<file path="src/common/ldcd_pkg.sv">
// constants, register map and carrier types of the loop detector config and diagnostics block
// Behaviour
// elapsed LED turn-off interval switches LEDs off
// button or service traffic relights, restarts interval
// interval zero keeps LEDs permanently lit
// data bus baud rate configurable, default 9600
// flag selects leader or follower sync role
// disabled backplane flag uses stored bus address
// changing backplane flag triggers detector reset
// per channel occupied, error, sticky history bits
// error history cleared only by power-on reset
// count every channel alignment since power-on
// exceedances counted separately and in total alignments
// hold exceedance aligns channel, bumps exceedance count
// clear command zeroes counters, causes, amplitudes
// inductance reported in 10 microhenry steps
// occupied follows detuning versus turn-on threshold
// peak detuning kept, reinitialised at alignment
// alignment cause recorded per channel
// partner malfunction aligns whole double loop pair
// low norm value restarts calibration, logs cause
// backplane base address, next systems consecutive
// all address inputs high disables backplane addressing
// reset counter and bit-coded latest reset cause
// hold expiry resets channel, ignores present vehicle
package ldcd_pkg;
  // ==========================================================
  // sizes
  localparam int NCH = 4;
  localparam int BPW = 5;
  // ==========================================================
  // timing: one base tick of 1 ms
  localparam int CLK_HZ = 10_000_000;
  localparam int TICK_US = 1000;
  localparam int TICK_CYC = CLK_HZ / 1_000_000 * TICK_US;
  // ==========================================================
  // register byte offsets
  localparam logic [7:0] OFS_CTRL = 8'h00;
  localparam logic [7:0] OFS_LEDT = 8'h04;
  localparam logic [7:0] OFS_BASE = 8'h08;
  localparam logic [7:0] OFS_STAT = 8'h0C;
  localparam logic [7:0] OFS_RSTI = 8'h10;
  localparam logic [7:0] OFS_BPA = 8'h14;
  // per channel groups, channel in address bits 3:2
  localparam logic [3:0] GRP_ACNT = 4'h2;
  localparam logic [3:0] GRP_CMAX = 4'h3;
  localparam logic [3:0] GRP_IND = 4'h4;
  localparam logic [3:0] GRP_THR = 4'h5;
  localparam logic [3:0] GRP_HOLD = 4'h6;
  // ==========================================================
  // control, status and backplane address register fields
  localparam int CTRL_BAUD_LSB = 0;
  localparam int CTRL_LEAD = 3;
  localparam int CTRL_BPEN = 4;
  localparam int CTRL_DBL = 5;
  localparam int CTRL_CLR = 8;
  localparam int STAT_LED = 16;
  localparam int BPA_ACT = 8;
  // ==========================================================
  // reset values and inductance step
  localparam logic [15:0] LEDT_RST = 16'hEA60;
  localparam logic [7:0] BASE_RST = 8'h01;
  localparam logic [15:0] THR_RST = 16'h0064;
  localparam logic [15:0] HOLD_RST = 16'h0000;
  localparam logic [15:0] IND_STEP = 16'h000A;
  // reset cause bits
  localparam int RC_FLAG = 0;
  localparam int RC_PIN = 1;
  localparam int RC_WDOG = 2;
  // ==========================================================
  // types
  typedef enum logic [2:0] {
    BAUD_1200 = 3'b000,
    BAUD_2400 = 3'b001,
    BAUD_4800 = 3'b010,
    BAUD_9600 = 3'b011,
    BAUD_19200 = 3'b100,
    BAUD_38400 = 3'b101
  } ldcd_baud_e;

  typedef enum logic [2:0] {
    AC_NONE = 3'b000,
    AC_OVR = 3'b001,
    AC_NORM = 3'b010,
    AC_PART = 3'b011,
    AC_HOLD = 3'b100,
    AC_USER = 3'b101,
    AC_SYNC = 3'b110,
    AC_DLMON = 3'b111
  } ldcd_cause_e;

  // measurement results of one channel
  typedef struct packed {
    logic [15:0] detune;
    logic vld;
    logic [15:0] ind;
    logic err;
    logic ovr;
    logic norm_low;
    logic stuck;
  } ldcd_chan_s;
endpackage

</file>
<file path="src/verilog/ldcd_sync3.sv">
// three stage input synchroniser with agreement filter
module ldcd_sync3 #(
  parameter int W = 1
) (
  // clock and reset
  input wire logic clk,
  input wire logic arst_n,
  // pin side and clean output
  input wire logic [W-1:0] d,
  output logic [W-1:0] q
);
  logic [W-1:0] s1_r;
  logic [W-1:0] s2_r;
  logic [W-1:0] s3_r;

  // chain; output moves once stages two and three agree
  always_ff @(posedge clk or negedge arst_n) begin
    if (!arst_n) begin
      s1_r <= '0;
      s2_r <= '0;
      s3_r <= '0;
      q <= '0;
    end else begin
      s1_r <= d;
      s2_r <= s1_r;
      s3_r <= s2_r;
      if (s2_r == s3_r) begin
        q <= s3_r;
      end
    end
  end
endmodule

</file>
<file path="src/verilog/ldcd_top.sv">
// loop detector device configuration and diagnostic state, wishbone slave
module ldcd_top import ldcd_pkg::*; #(
  parameter int TICK_CYCLES = TICK_CYC
) (
  // clock and reset
  input wire logic CLK,
  input wire logic ARST_N,
  // wishbone classic slave
  input wire logic WB_CYC_I,
  input wire logic WB_STB_I,
  input wire logic WB_WE_I,
  input wire logic [7:0] WB_ADR_I,
  input wire logic [3:0] WB_SEL_I,
  input wire logic [31:0] WB_DAT_I,
  output logic [31:0] WB_DAT_O,
  output logic WB_ACK_O,
  // channel measurement side
  input wire ldcd_chan_s [NCH-1:0] CH_IN,
  input wire logic USER_ALIGN,
  input wire logic SVC_ACT,
  input wire logic WDOG,
  input wire logic SYNC_LOCK,
  // pins
  input wire logic BTN,
  input wire logic EXT_RST_N,
  input wire logic [BPW-1:0] BP_ADDR,
  // outputs
  output logic [NCH-1:0] OCC,
  output logic [NCH-1:0] ALIGN,
  output logic LED_ON,
  output logic DET_RST,
  output logic [2:0] BAUD_SEL,
  output logic LEADER
);
  // ==========================================================
  // pin synchronisers
  logic [BPW+1:0] pin_q;
  ldcd_sync3 #(.W(BPW + 2)) u_sync (
    .clk(CLK),
    .arst_n(ARST_N),
    .d({~EXT_RST_N, BTN, BP_ADDR}), // reset pin enters inverted: all pins idle low
    .q(pin_q)
  );
  logic [BPW-1:0] bp_q;
  logic btn_q;
  logic xrst_q;
  logic btn_d_r;
  logic xrst_d_r;
  assign bp_q = pin_q[BPW-1:0];
  assign btn_q = pin_q[BPW];
  assign xrst_q = pin_q[BPW+1];
  // edge history of the filtered pins, reset to their idle level
  always_ff @(posedge CLK or negedge ARST_N) begin
    if (!ARST_N) begin
      btn_d_r <= 1'b0;
      xrst_d_r <= 1'b0;
    end else begin
      btn_d_r <= btn_q;
      xrst_d_r <= xrst_q;
    end
  end
  logic btn_press;
  logic xrst_fall;
  assign btn_press = btn_q & ~btn_d_r;
  assign xrst_fall = xrst_q & ~xrst_d_r;
  // ==========================================================
  // millisecond tick
  logic [15:0] pre_r;
  logic tick_r;
  always_ff @(posedge CLK or negedge ARST_N) begin
    if (!ARST_N) begin
      pre_r <= '0;
      tick_r <= 1'b0;
    end else if (pre_r == 16'(TICK_CYCLES - 1)) begin
      pre_r <= '0;
      tick_r <= 1'b1;
    end else begin
      pre_r <= pre_r + 16'h0001;
      tick_r <= 1'b0;
    end
  end
  // ==========================================================
  // wishbone access decode
  logic req;
  logic wr;
  logic [3:0] grp;
  logic [1:0] ach;
  assign req = WB_CYC_I & WB_STB_I;
  assign wr = req & WB_WE_I & WB_ACK_O & WB_SEL_I[0];
  assign grp = WB_ADR_I[7:4];
  assign ach = WB_ADR_I[3:2];

  // ==========================================================
  // device registers
  logic [2:0] baud_r;
  logic lead_r;
  logic bpen_r;
  logic dbl_r;
  logic [15:0] ledt_r;
  logic [7:0] base_r;
  logic clr;
  logic ctrl_wr;
  logic sync_chg;
  logic flag_chg;
  assign ctrl_wr = wr && WB_ADR_I == OFS_CTRL;
  assign clr = ctrl_wr && WB_DAT_I[CTRL_CLR];
  assign flag_chg = ctrl_wr && WB_DAT_I[CTRL_BPEN] != bpen_r;
  assign sync_chg = ctrl_wr && !SYNC_LOCK && WB_DAT_I[CTRL_LEAD] != lead_r;
  // control, led time and stored address
  always_ff @(posedge CLK or negedge ARST_N) begin
    if (!ARST_N) begin
      baud_r <= BAUD_9600;
      lead_r <= 1'b0;
      bpen_r <= 1'b1;
      dbl_r <= 1'b1;
      ledt_r <= LEDT_RST;
      base_r <= BASE_RST;
    end else if (wr) begin
      if (WB_ADR_I == OFS_CTRL) begin
        baud_r <= WB_DAT_I[CTRL_BAUD_LSB +: 3];
        // a follower already locked to a leader may not become leader
        if (!SYNC_LOCK) begin
          lead_r <= WB_DAT_I[CTRL_LEAD];
        end
        bpen_r <= WB_DAT_I[CTRL_BPEN];
        dbl_r <= WB_DAT_I[CTRL_DBL];
      end
      if (WB_ADR_I == OFS_LEDT) begin
        ledt_r <= WB_DAT_I[15:0];
      end
      if (WB_ADR_I == OFS_BASE) begin
        base_r <= WB_DAT_I[7:0];
      end
    end
  end
  // ==========================================================
  // detector reset, reset counter and cause
  logic rst_evt;
  logic [2:0] rst_bits;
  logic [15:0] rcnt_r;
  logic [7:0] rcause_r;
  assign rst_bits = {WDOG, xrst_fall, flag_chg};
  assign rst_evt = |rst_bits;
  always_ff @(posedge CLK or negedge ARST_N) begin
    if (!ARST_N) begin
      rcnt_r <= '0;
      rcause_r <= '0;
      DET_RST <= 1'b0;
    end else begin
      DET_RST <= rst_evt;
      if (clr) begin
        rcnt_r <= {15'h0000, rst_evt};
        rcause_r <= {5'h00, rst_bits};
      end else if (rst_evt) begin
        rcnt_r <= rcnt_r + 16'h0001;
        rcause_r <= {5'h00, rst_bits};
      end
    end
  end
  // ==========================================================
  // front panel LED timer
  logic [15:0] lcnt_r;
  logic wake;
  assign wake = btn_press | SVC_ACT;
  always_ff @(posedge CLK or negedge ARST_N) begin
    if (!ARST_N) begin
      lcnt_r <= '0;
      LED_ON <= 1'b1;
    end else if (ledt_r == 16'h0000) begin
      lcnt_r <= '0;
      LED_ON <= 1'b1;
    end else if (wake) begin
      lcnt_r <= '0;
      LED_ON <= 1'b1;
    end else if (LED_ON && tick_r) begin
      lcnt_r <= lcnt_r + 16'h0001;
      if (lcnt_r + 16'h0001 >= ledt_r) begin
        LED_ON <= 1'b0;
      end
    end
  end
  // ==========================================================
  // backplane addressing
  logic bp_act;
  assign bp_act = bpen_r && !(&bp_q);

  // ==========================================================
  // per channel diagnostics
  logic [NCH-1:0] err_d_r;
  logic [NCH-1:0] err_rise;
  logic [NCH-1:0] hist_r;
  logic [NCH-1:0] hexc;
  logic [NCH-1:0] aln;
  logic [15:0] acnt_r [NCH];
  logic [15:0] hcnt_r [NCH];
  logic [15:0] max_r [NCH];
  logic [2:0] cause_r [NCH];
  logic [15:0] thr_r [NCH];
  logic [15:0] hold_r [NCH];
  logic [15:0] ind_q [NCH];
  logic [7:0] badr [NCH];
  logic user_all;
  assign user_all = USER_ALIGN | rst_evt;
  for (genvar i = 0; i < NCH; i++) begin : g_ch
    localparam int P = i ^ 1;
    logic [2:0] cause_nxt;
    logic [15:0] htim_r;
    logic ign_r;
    logic [7:0] sys;
    logic [15:0] hnext;
    assign err_rise[i] = CH_IN[i].err & ~err_d_r[i];
    assign hnext = htim_r + 16'h0001;
    // exceedance only with a finite hold time
    assign hexc[i] = OCC[i] && tick_r && hold_r[i] != 16'h0000
                     && hnext >= hold_r[i];
    // alignment request with cause priority
    always_comb begin
      cause_nxt = AC_NONE;
      if (CH_IN[i].ovr) begin
        cause_nxt = AC_OVR;
      end else if (CH_IN[i].norm_low) begin
        cause_nxt = AC_NORM;
      end else if (dbl_r && err_rise[P]) begin
        cause_nxt = AC_PART;
      end else if (hexc[i]) begin
        cause_nxt = AC_HOLD;
      end else if (user_all) begin
        cause_nxt = AC_USER;
      end else if (sync_chg) begin
        cause_nxt = AC_SYNC;
      end else if (dbl_r && (CH_IN[i].stuck || CH_IN[P].stuck)) begin
        cause_nxt = AC_DLMON;
      end
    end
    assign aln[i] = cause_nxt != AC_NONE;
    // threshold and hold time set by software
    always_ff @(posedge CLK or negedge ARST_N) begin
      if (!ARST_N) begin
        thr_r[i] <= THR_RST;
        hold_r[i] <= HOLD_RST;
      end else if (wr && ach == 2'(i)) begin
        if (grp == GRP_THR) begin
          thr_r[i] <= WB_DAT_I[15:0];
        end
        if (grp == GRP_HOLD) begin
          hold_r[i] <= WB_DAT_I[15:0];
        end
      end
    end
    // occupancy, ignore after hold expiry, hold timer
    always_ff @(posedge CLK or negedge ARST_N) begin
      if (!ARST_N) begin
        OCC[i] <= 1'b0;
        ign_r <= 1'b0;
        htim_r <= '0;
      end else begin
        if (hexc[i]) begin
          OCC[i] <= 1'b0;
          ign_r <= 1'b1;
        end else if (CH_IN[i].vld) begin
          if (CH_IN[i].detune > thr_r[i]) begin
            OCC[i] <= ~ign_r;
          end else begin
            OCC[i] <= 1'b0;
            ign_r <= 1'b0;
          end
        end
        if (!OCC[i] || hexc[i]) begin
          htim_r <= '0;
        end else if (tick_r) begin
          htim_r <= hnext;
        end
      end
    end
    // status, history, counters, cause, peak
    always_ff @(posedge CLK or negedge ARST_N) begin
      if (!ARST_N) begin
        err_d_r[i] <= 1'b0;
        hist_r[i] <= 1'b0;
        ALIGN[i] <= 1'b0;
        acnt_r[i] <= '0;
        hcnt_r[i] <= '0;
        cause_r[i] <= AC_NONE;
        max_r[i] <= '0;
      end else begin
        err_d_r[i] <= CH_IN[i].err;
        if (CH_IN[i].err) begin
          hist_r[i] <= 1'b1;
        end
        ALIGN[i] <= aln[i];
        if (clr) begin
          acnt_r[i] <= {15'h0000, aln[i]};
          hcnt_r[i] <= {15'h0000, hexc[i]};
          cause_r[i] <= cause_nxt;
          max_r[i] <= '0;
        end else begin
          if (aln[i]) begin
            acnt_r[i] <= acnt_r[i] + 16'h0001;
            cause_r[i] <= cause_nxt;
            max_r[i] <= '0;
          end else if (CH_IN[i].vld && CH_IN[i].detune > max_r[i]) begin
            max_r[i] <= CH_IN[i].detune;
          end
          if (hexc[i]) begin
            hcnt_r[i] <= hcnt_r[i] + 16'h0001;
          end
        end
      end
    end
    // inductance in whole 10 uH steps
    assign ind_q[i] = CH_IN[i].ind - (CH_IN[i].ind % IND_STEP);
    // measurement system index and its bus address
    assign sys = dbl_r ? 8'(i / 2) : 8'(i);
    assign badr[i] = (bp_act ? {3'h0, bp_q} : base_r) + sys;
  end

  // ==========================================================
  // read data mux
  logic [31:0] rd;
  always_comb begin
    rd = 32'h00000000;
    case (grp)
      4'h0, 4'h1: begin
        case (WB_ADR_I)
          OFS_CTRL: rd = {26'h0, dbl_r, bpen_r, lead_r, baud_r};
          OFS_LEDT: rd = {16'h0000, ledt_r};
          OFS_BASE: rd = {24'h000000, base_r};
          OFS_STAT: rd = {15'h0000, LED_ON, 4'h0, hist_r, err_d_r, OCC};
          OFS_RSTI: rd = {8'h00, rcause_r, rcnt_r};
          OFS_BPA: rd = {23'h000000, bp_act, 3'h0, bp_q};
          default: rd = 32'h00000000;
        endcase
      end
      GRP_ACNT: rd = {hcnt_r[ach], acnt_r[ach]};
      GRP_CMAX: rd = {13'h0000, cause_r[ach], max_r[ach]};
      GRP_IND: rd = {8'h00, badr[ach], ind_q[ach]};
      GRP_THR: rd = {16'h0000, thr_r[ach]};
      GRP_HOLD: rd = {16'h0000, hold_r[ach]};
      default: rd = 32'h00000000;
    endcase
  end

  // ==========================================================
  // wishbone answer: one wait state, ack for one cycle
  always_ff @(posedge CLK or negedge ARST_N) begin
    if (!ARST_N) begin
      WB_ACK_O <= 1'b0;
      WB_DAT_O <= '0;
    end else begin
      WB_ACK_O <= req & ~WB_ACK_O;
      if (req && !WB_ACK_O) begin
        WB_DAT_O <= rd;
      end
    end
  end

  // configuration pins follow their registers
  always_ff @(posedge CLK or negedge ARST_N) begin
    if (!ARST_N) begin
      BAUD_SEL <= BAUD_9600;
      LEADER <= 1'b0;
    end else begin
      BAUD_SEL <= baud_r;
      LEADER <= lead_r;
    end
  end
endmodule

</file>
<file path="config.mk">
export PLATFORM = sky130hd
export DESIGN_NAME = ldcd_top
export DESIGN_NICKNAME = d
export VERILOG_FILES = /design/src/common/ldcd_pkg.sv /design/src/verilog/ldcd_sync3.sv /design/src/verilog/ldcd_top.sv
export SDC_FILE = /design/constraint.sdc
export NUM_CORES = 2
export LEC_CHECK = 0
export ABC_AREA = 0
export BUFFER_PORTS_ARGS = -buffer_cell sky130_fd_sc_hd__buf_4
export CAP_MARGIN = 20
export CORE_UTILIZATION = 57
export DETAILED_ROUTE_END_ITERATION = 16
export HOLD_SLACK_MARGIN = 0.08
export MAX_ROUTING_LAYER = met4
export PLACE_DENSITY_LB_ADDON = 0.12
export SYNTH_ARGS = -nofsm -noshare
export SYNTH_HDL_FRONTEND = slang
export SYNTH_SLANG_ARGS = --single-unit
</file>
<file path="constraint.sdc">
create_clock -name CLK -period 3.93 [get_ports CLK]
set_clock_uncertainty 0.05 [all_clocks]
set_input_delay 0.786 -clock CLK [delete_from_list [all_inputs] [get_ports CLK]]
set_output_delay 0.786 -clock CLK [all_outputs]
set_load 0.01 [all_outputs]
</file>
# == Yosys cells after proc, flatten, opt, wreduce, memory -nomap -nowiden ==
# Index checks and enable logic that the tools add are counted.
# totals
reg_bits,572
inputBits,208
wordCells,395
# op_classes
add_sub_neg,22
div_mod_pow,4
n_lt_le_gt_ge,14
eq_ne,22
mux,133
bitwise,27
reduce_logical,102
# ops
operator,n
$mux W16,54
$add A16 B1 Y16 const B,15
$bmux W16 S2,6
$pmux W32 S6,1
$pmux W24 S6,1
$gt A16 B16 Y1,8
$mux W3,32
$ge A16 B16 Y1,5
$mod A16 B4 Y16 const B,4
$reduce_bool A16 Y1,4
$sub A16 B16 Y16,4
$mux W8,5
$logic_and A1 B1 Y1,34
$reduce_bool A2 Y1,17
$reduce_and A2 Y1,16
$mux W1,30
$reduce_bool A3 Y1,10
$add A8 B2 Y8,2
$bmux W8 S2,1
$eq A16 B14 Y1 const B,1
$eq A8 B4 Y1 const B,2
$eq A8 B5 Y1 const B,2
$logic_not A16 Y1,1
$not A1 Y1,13
other kinds (25),56

# == Depth between registers and ports, before layout ==
# logic_depth
depth_word,16
ltp_mapped,37

# == Hierarchy ==
# From an unflattened synthesis, not the netlist that was laid out.
# unflattened
cells_unflattened,4375
area_unflattened_um2,41080.6
# by_module_without_submodules
module,n_inst,cells_per_inst,area_each_um2,seq_area_each_um2
ldcd_top,1,4331,40214.8,13521.7
ldcd_sync3,1,44,865.8,700.7

# == Least setup slack after synthesis ==
# OpenSTA, ideal clock, no wires.
# synth_timing
kind,input to register
startpoint,input port CH_IN[56] (netlist name)
endpoint,register WB_DAT_O[14]
t_arrival_ns,7.494
required_time_ns,3.747
setup_slack_ns,-3.748
stages,36
path_cell_list,buf_4 -> buf_2 -> nor3b_1 -> a21oi_1 -> o2111a_1 -> a211oi_1 -> a22o_1 -> a22oi_1 -> o21a_2 -> mux2i_1 -> or3_1 -> buf_2 -> a311o_1 -> a2bb2oi_2 -> o2111a_1 -> nor3_1 -> a2111o_1 -> a211o_1 -> nand2_1 -> ha_1 -> nor2b_1 -> o21ai_0 -> a21boi_0 -> o21ai_0 -> a21boi_0 -> o21ai_0 -> a21boi_0 -> o21ai_0 -> nand2b_1 -> a21o_1 -> a21oi_1 -> o21ai_0 -> xor2_1 -> mux4_2 -> a21oi_1 -> o21ai_0
# synth_via
elab_chain_cells,6
# synth_lines
item,line_no,text
from (decl),ldcd_top.sv:18,"input wire ldcd_chan_s [NCH-1:0] CH_IN,"
$mod A16 B4 Y16,ldcd_top.sv:311,assign ind_q[i] = CH_IN[i].ind - (CH_IN[i].ind % IND_STEP);
$sub A16 B16 Y16,ldcd_top.sv:311,
$bmux W16 S2,ldcd_top.sv:336,"GRP_IND: rd = {8'h00, badr[ach], ind_q[ach]};"
$mux W16 (not written as such) (2 in series),ldcd_top.sv:336,
$pmux W32 S6,ldcd_top.sv:322,case (grp)
to (signal assigned),ldcd_top.sv:352,WB_DAT_O <= rd;
to (decl),ldcd_top.sv:15,"output logic [31:0] WB_DAT_O,"
# No other way between the ends. The select of a mux whose other input is x is not followed.
# A chain may end at the register's enable or synchronous reset.

# == Final worst setup path ==
# layout_timing
startpoint,input port CH_IN[15] (netlist name)
endpoint,register WB_DAT_O[14]
# layout_via
elab_chain_cells,6
# layout_lines
item,line_no
$mod A16 B4 Y16,ldcd_top.sv:311
$sub A16 B16 Y16 *,ldcd_top.sv:311
$bmux W16 S2 *,ldcd_top.sv:336
$mux W16 (not written as such) * (2 in series),ldcd_top.sv:336
$pmux W32 S6 *,ldcd_top.sv:322
# Every way passes the cells marked *; elsewhere a longest branch is shown, timed or not. The select of a mux whose other input is x is not followed.

==> summary.md <==
| Metric | Value |
|---|---|
| Number of vias in the routed layout | 38497 |
| Number of buffers added on ports | 231 |
| Cell area after technology mapping | 41290 um2 |
| Later-pin clock latency in the skew report | 0.65 ns |
| Sort of element at the end of the critical path | flip-flop |
| Count of endpoints failing hold in the final timing report | 0 |
| Initial antenna violation count | 4 |
| Horizontal die dimension | 271.2 um |
| Pin count of the biggest net entering global routing | 111 |
| Unrepaired setup endpoints after global routing | true |
| Routing usage on met1 | 47.65% |
| RePlAce Congestion | 0.9661 |
| Maximum level of the CTS H-tree | 2 |
| I/O pin cnt | 255 |
| Critical setup path kind | input port to flip-flop |
| Total power draw | 18.54 mW |
| Required time worst endpoint | 4.35 ns |
| Number of max-cap violations | 0 |
| Count of unresolved DRC violations after routing | 0 |
| Post-route cell area | 53200 um2 |
| Largest voltage drop on the vdd net | 325.3 uV |
| Clock sinks | 567 |
| Violated checks | negative setup slack |
| Class of the most critical hold timing path | input port to asynchronous set/reset pin |
| Final-stage net count | 5687 |
| Setup ws final | -3.138 ns |
| CTS tree | yes |
| Root buffer selected by CTS | sky130_fd_sc_hd__clkbuf_16 |
| Fin crit share | 179.8% |
| Setup slack on the worst flop-to-flop path | 0.05 ns |
| Power density over the cells | 348.6 nW/um2 |
| Critical Path Start | CH_IN[15] |
| Number of enable flip-flop cells after synthesis | 0 |
| Flop and latch count out of synthesis | 567 |
| Number of slew-limit violations in the final report | 0 |
| Seq/Total Area, Yosys | 34.44% |
| Cell with the largest stage delay on the worst path | sky130_fd_sc_hd__or4b_4 |
| Synth cell types | 123 |
| Async set-reset flop share out of synthesis | 100.0% |
| Number of synthesis warnings | 0 |
| Clock Power Share | 31.7% |
| Synthesized instance count | 4435 |
| Tmin final | 7.068 ns |
| Cell Int Power | 12.62 mW |
| Beginning of the worst register-to-register path | g_ch[2].htim_r[0] |
| Part of the power in registers | 35.0% |
| Tightest Pin Transition | 0.9442 ns |
| Non-Filler Instances | 6193 |
| Total instance count after detailed placement | 5938 |
| Fraction of final layout cells with drive strength greater than 1 | 31.41% |
| Data arrival time of the critical path | 7.48 ns |
| Top FF cell, synth | sky130_fd_sc_hd__dfrtp_1 |
| WL per Instance | 22.10 um |
| Post-detailed-route count of antenna-violating nets | 0 |
| Area of the core | 71610 um2 |
| Vertical die dimension | 271.2 um |
| Comb power frac | 33.3% |
| Run status | finished, violations left |
| Area Growth Syn to Fin | 28.82% |
| Overflow left after global routing | 0 |
| Vias in the first global route | 37226 |
| Max Fclk | 141.5 MHz |
| Crit path largest cell delay | 0.58 ns |
| Dpl ws | -3.850 ns |
| Worst R2R Path Depth | 21 |
| Global Route Usage Sum | 37.24% |
| Worst relative slew slack | 37.05% |
| Placed inst area | 47910 um2 |
| Sw Share | 31.95% |
| Number of optimization iterations in the first detailed-route pass | 6 |
| Wire length of the first global-routing pass | 209900 um |
| Total wire length | 136900 um |
| Critical R2R Capture | acnt_r[30] |
| Crit path max fanout | 6 |
| Via-per-instance ratio | 6.216 |
| Library cell appearing most often on the critical path | sky130_fd_sc_hd__o21ai_2 |
| Kind of start point of the critical path | input port |
| Die ar. | 73530 um2 |
| Psw | 5.925 mW |
| Total negative slack for setup checks | -39.95 ns |
| Starting density of the core | 57.67% |
| Most Used Layer, Global Route | met2 |
| Worst-case clock buffer depth | 3 |
| Core Rows | 98 |
| Leakage power summed over all cells | 24.10 nW |
| GR Util met2 | 58.63% |
| DRT iter0 DRCs | 3831 |
| Final setup violation count | 15 |
| Critical path capture point | WB_DAT_O[14] |
| Clock transition time at the flip-flop clock pins of the worst setup and hold paths | 0.06 ns |
| Met3 Track Usage GR | 5.175% |
| Synth Area per Inst | 9.311 um2 |
| CTS Buf Count | 60 |
| Post-DP HPWL | 100200 um |
==> timing repair <==
item	CTS	global route
endpoints found under the hold margin	0	0
hold buffers	0	0
setup buffers	83	75
cloned	2	4
setup endpoints to repair	47	197
gates resized for setup	184	286
pin swaps	124	226
==> Yosys cell counts (all sizes together), types with 84 or more instances <==
| cell | count | area share [%] |
|---|---|---|
| mux2i | 104 | 2.5 |
| nand2 | 311 | 2.8 |
| dfrtp | 540 | 33 |
| xnor2 | 134 | 2.9 |
| nor2 | 415 | 3.8 |
| a21oi | 176 | 2.1 |
| ha | 287 | 8.7 |
| inv | 313 | 2.8 |
| mux2 | 151 | 4.1 |
| o21ai | 224 | 2.7 |
| nor3 | 84 | 1.1 |
| clkbuf | 158 | 1.4 |
| nand3 | 149 | 1.8 |
| nand4 | 99 | 1.5 |
| mux4 | 97 | 5.3 |
| xor2 | 153 | 3.2 |
==> cells by family after synthesis <==
kind of cell,Yosys count,share of synthesized area [%]
compound gates,948,16.07
xor+xnor,289,6.214
fa+ha+maj,294,8.917
buf+inv,539,5.111
flops,567,34.44
mux,352,11.94
other cells,1,0.009081
simple gates,1445,17.29
==> layout by cell type, fill, tap and decap left out, types with 33 or more instances in the layout <==
| cell type | count |
|---|---|
| sky130_fd_sc_hd__a22oi_1 | 43 |
| sky130_fd_sc_hd__dfrtp_1 | 539 |
| sky130_fd_sc_hd__xnor2_1 | 118 |
| sky130_fd_sc_hd__o21ai_0 | 148 |
| sky130_fd_sc_hd__nor2b_1 | 44 |
| sky130_fd_sc_hd__mux2i_1 | 103 |
| sky130_fd_sc_hd__o21ai_1 | 44 |
| sky130_fd_sc_hd__a21o_1 | 74 |
| sky130_fd_sc_hd__nor2_1 | 374 |
| sky130_fd_sc_hd__ha_1 | 276 |
| sky130_fd_sc_hd__conb_1 | 44 |
| sky130_fd_sc_hd__and3_1 | 66 |
| sky130_fd_sc_hd__nor4_1 | 34 |
| sky130_fd_sc_hd__nand2b_1 | 55 |
| sky130_fd_sc_hd__mux2_2 | 149 |
| sky130_fd_sc_hd__nand3_1 | 137 |
| sky130_fd_sc_hd__buf_6 | 54 |
| sky130_fd_sc_hd__nand2_1 | 295 |
| sky130_fd_sc_hd__inv_1 | 309 |
| sky130_fd_sc_hd__clkbuf_16 | 64 |
| sky130_fd_sc_hd__nor3_1 | 68 |
| sky130_fd_sc_hd__a21oi_2 | 33 |
| sky130_fd_sc_hd__buf_4 | 775 |
| sky130_fd_sc_hd__a21oi_1 | 142 |
| sky130_fd_sc_hd__nand4_1 | 99 |
| sky130_fd_sc_hd__a22o_1 | 48 |
| sky130_fd_sc_hd__xor2_1 | 146 |
| sky130_fd_sc_hd__mux4_2 | 97 |
==> per-layer routing <==
| layer | vias to the layer above | part of all wire (%) |
|---|---|---|
| met1 | 18798 | 41 |
| met3 | 407 | 7.1 |
| met4 | 0 | 5.7 |
| met5 | - | 0 |
| met2 | 1689 | 47 |
| li1 | 17603 | - |
==> how the worst min path moves through the flow <==
stage | end | slack, ns | depth (start not counted)
floorplan | u_sync.s2_r[0] | 0.28 | 0
global placement | u_sync.s2_r[0] | 0.28 | 0
detailed placement | u_sync.s2_r[4] | 0.28 | 0
CTS | WB_DAT_O[28] | 0.13 | 1
global route | WB_DAT_O[28] | 0.17 | 1
finish | WB_DAT_O[28] | 0.11 | 1
==> power by group through the flow <==
stage	Clock (mW)	Combinational, mW	Sequential, mW
after global routing	6.13	6.64	6.51
after floorplan	0	2.97	6.42
after global placement	0	4.80	6.55
after CTS	5.90	5.46	6.47
final	5.87	6.18	6.49
after detailed placement	0	4.87	6.56
==> metrics by stage <==
| stage | hold WS, ns | utilization, % |
|---|---|---|
| after global placement | 0.2828 | 66.90 |
| after detailed placement | 0.2847 | 66.90 |
| final | 0.1099 | 74.29 |
| after global routing | 0.1734 | 74.29 |
| after CTS | 0.1347 | 71.76 |
| after floorplan | 0.2812 | - |
==> state kept, by name, indices dropped and copies added (netlist names), 7 cells and up <==
name and count:
ledt_r 16, cause_r 12, u_sync.s2_r 7, acnt_r 64, WB_DAT_O 32, hcnt_r 64
base_r 8, u_sync.s1_r 7, g_ch.htim_r 64, u_sync.s3_r 7, thr_r 64, pre_r 16
u_sync.q 7, lcnt_r 16, rcnt_r 16, hold_r 64, max_r 64
==> cell type report <==
cell class	instances	area, um2
sequential	567	14220
timing repair buffer	870	7227
multi-input combinational	3372	27340
clock inverter	25	277.8
antenna	3	7.507
tap	950	1189
inverter	319	1197
fill	5186	18410
clock buffer	87	1733
==> worst max-delay path, delay by kind of cell <==
family,cells,cell delay (ns)
buffers and inverters,7,1.01
multiplexers,1,0.47
AND/OR/NAND/NOR,8,1.37
adder cells (fa/ha/maj),1,0.33
XOR/XNOR,1,0.17
AO/OA/AOI/OAI,21,3.32
(Power assumes the default switching activity.)
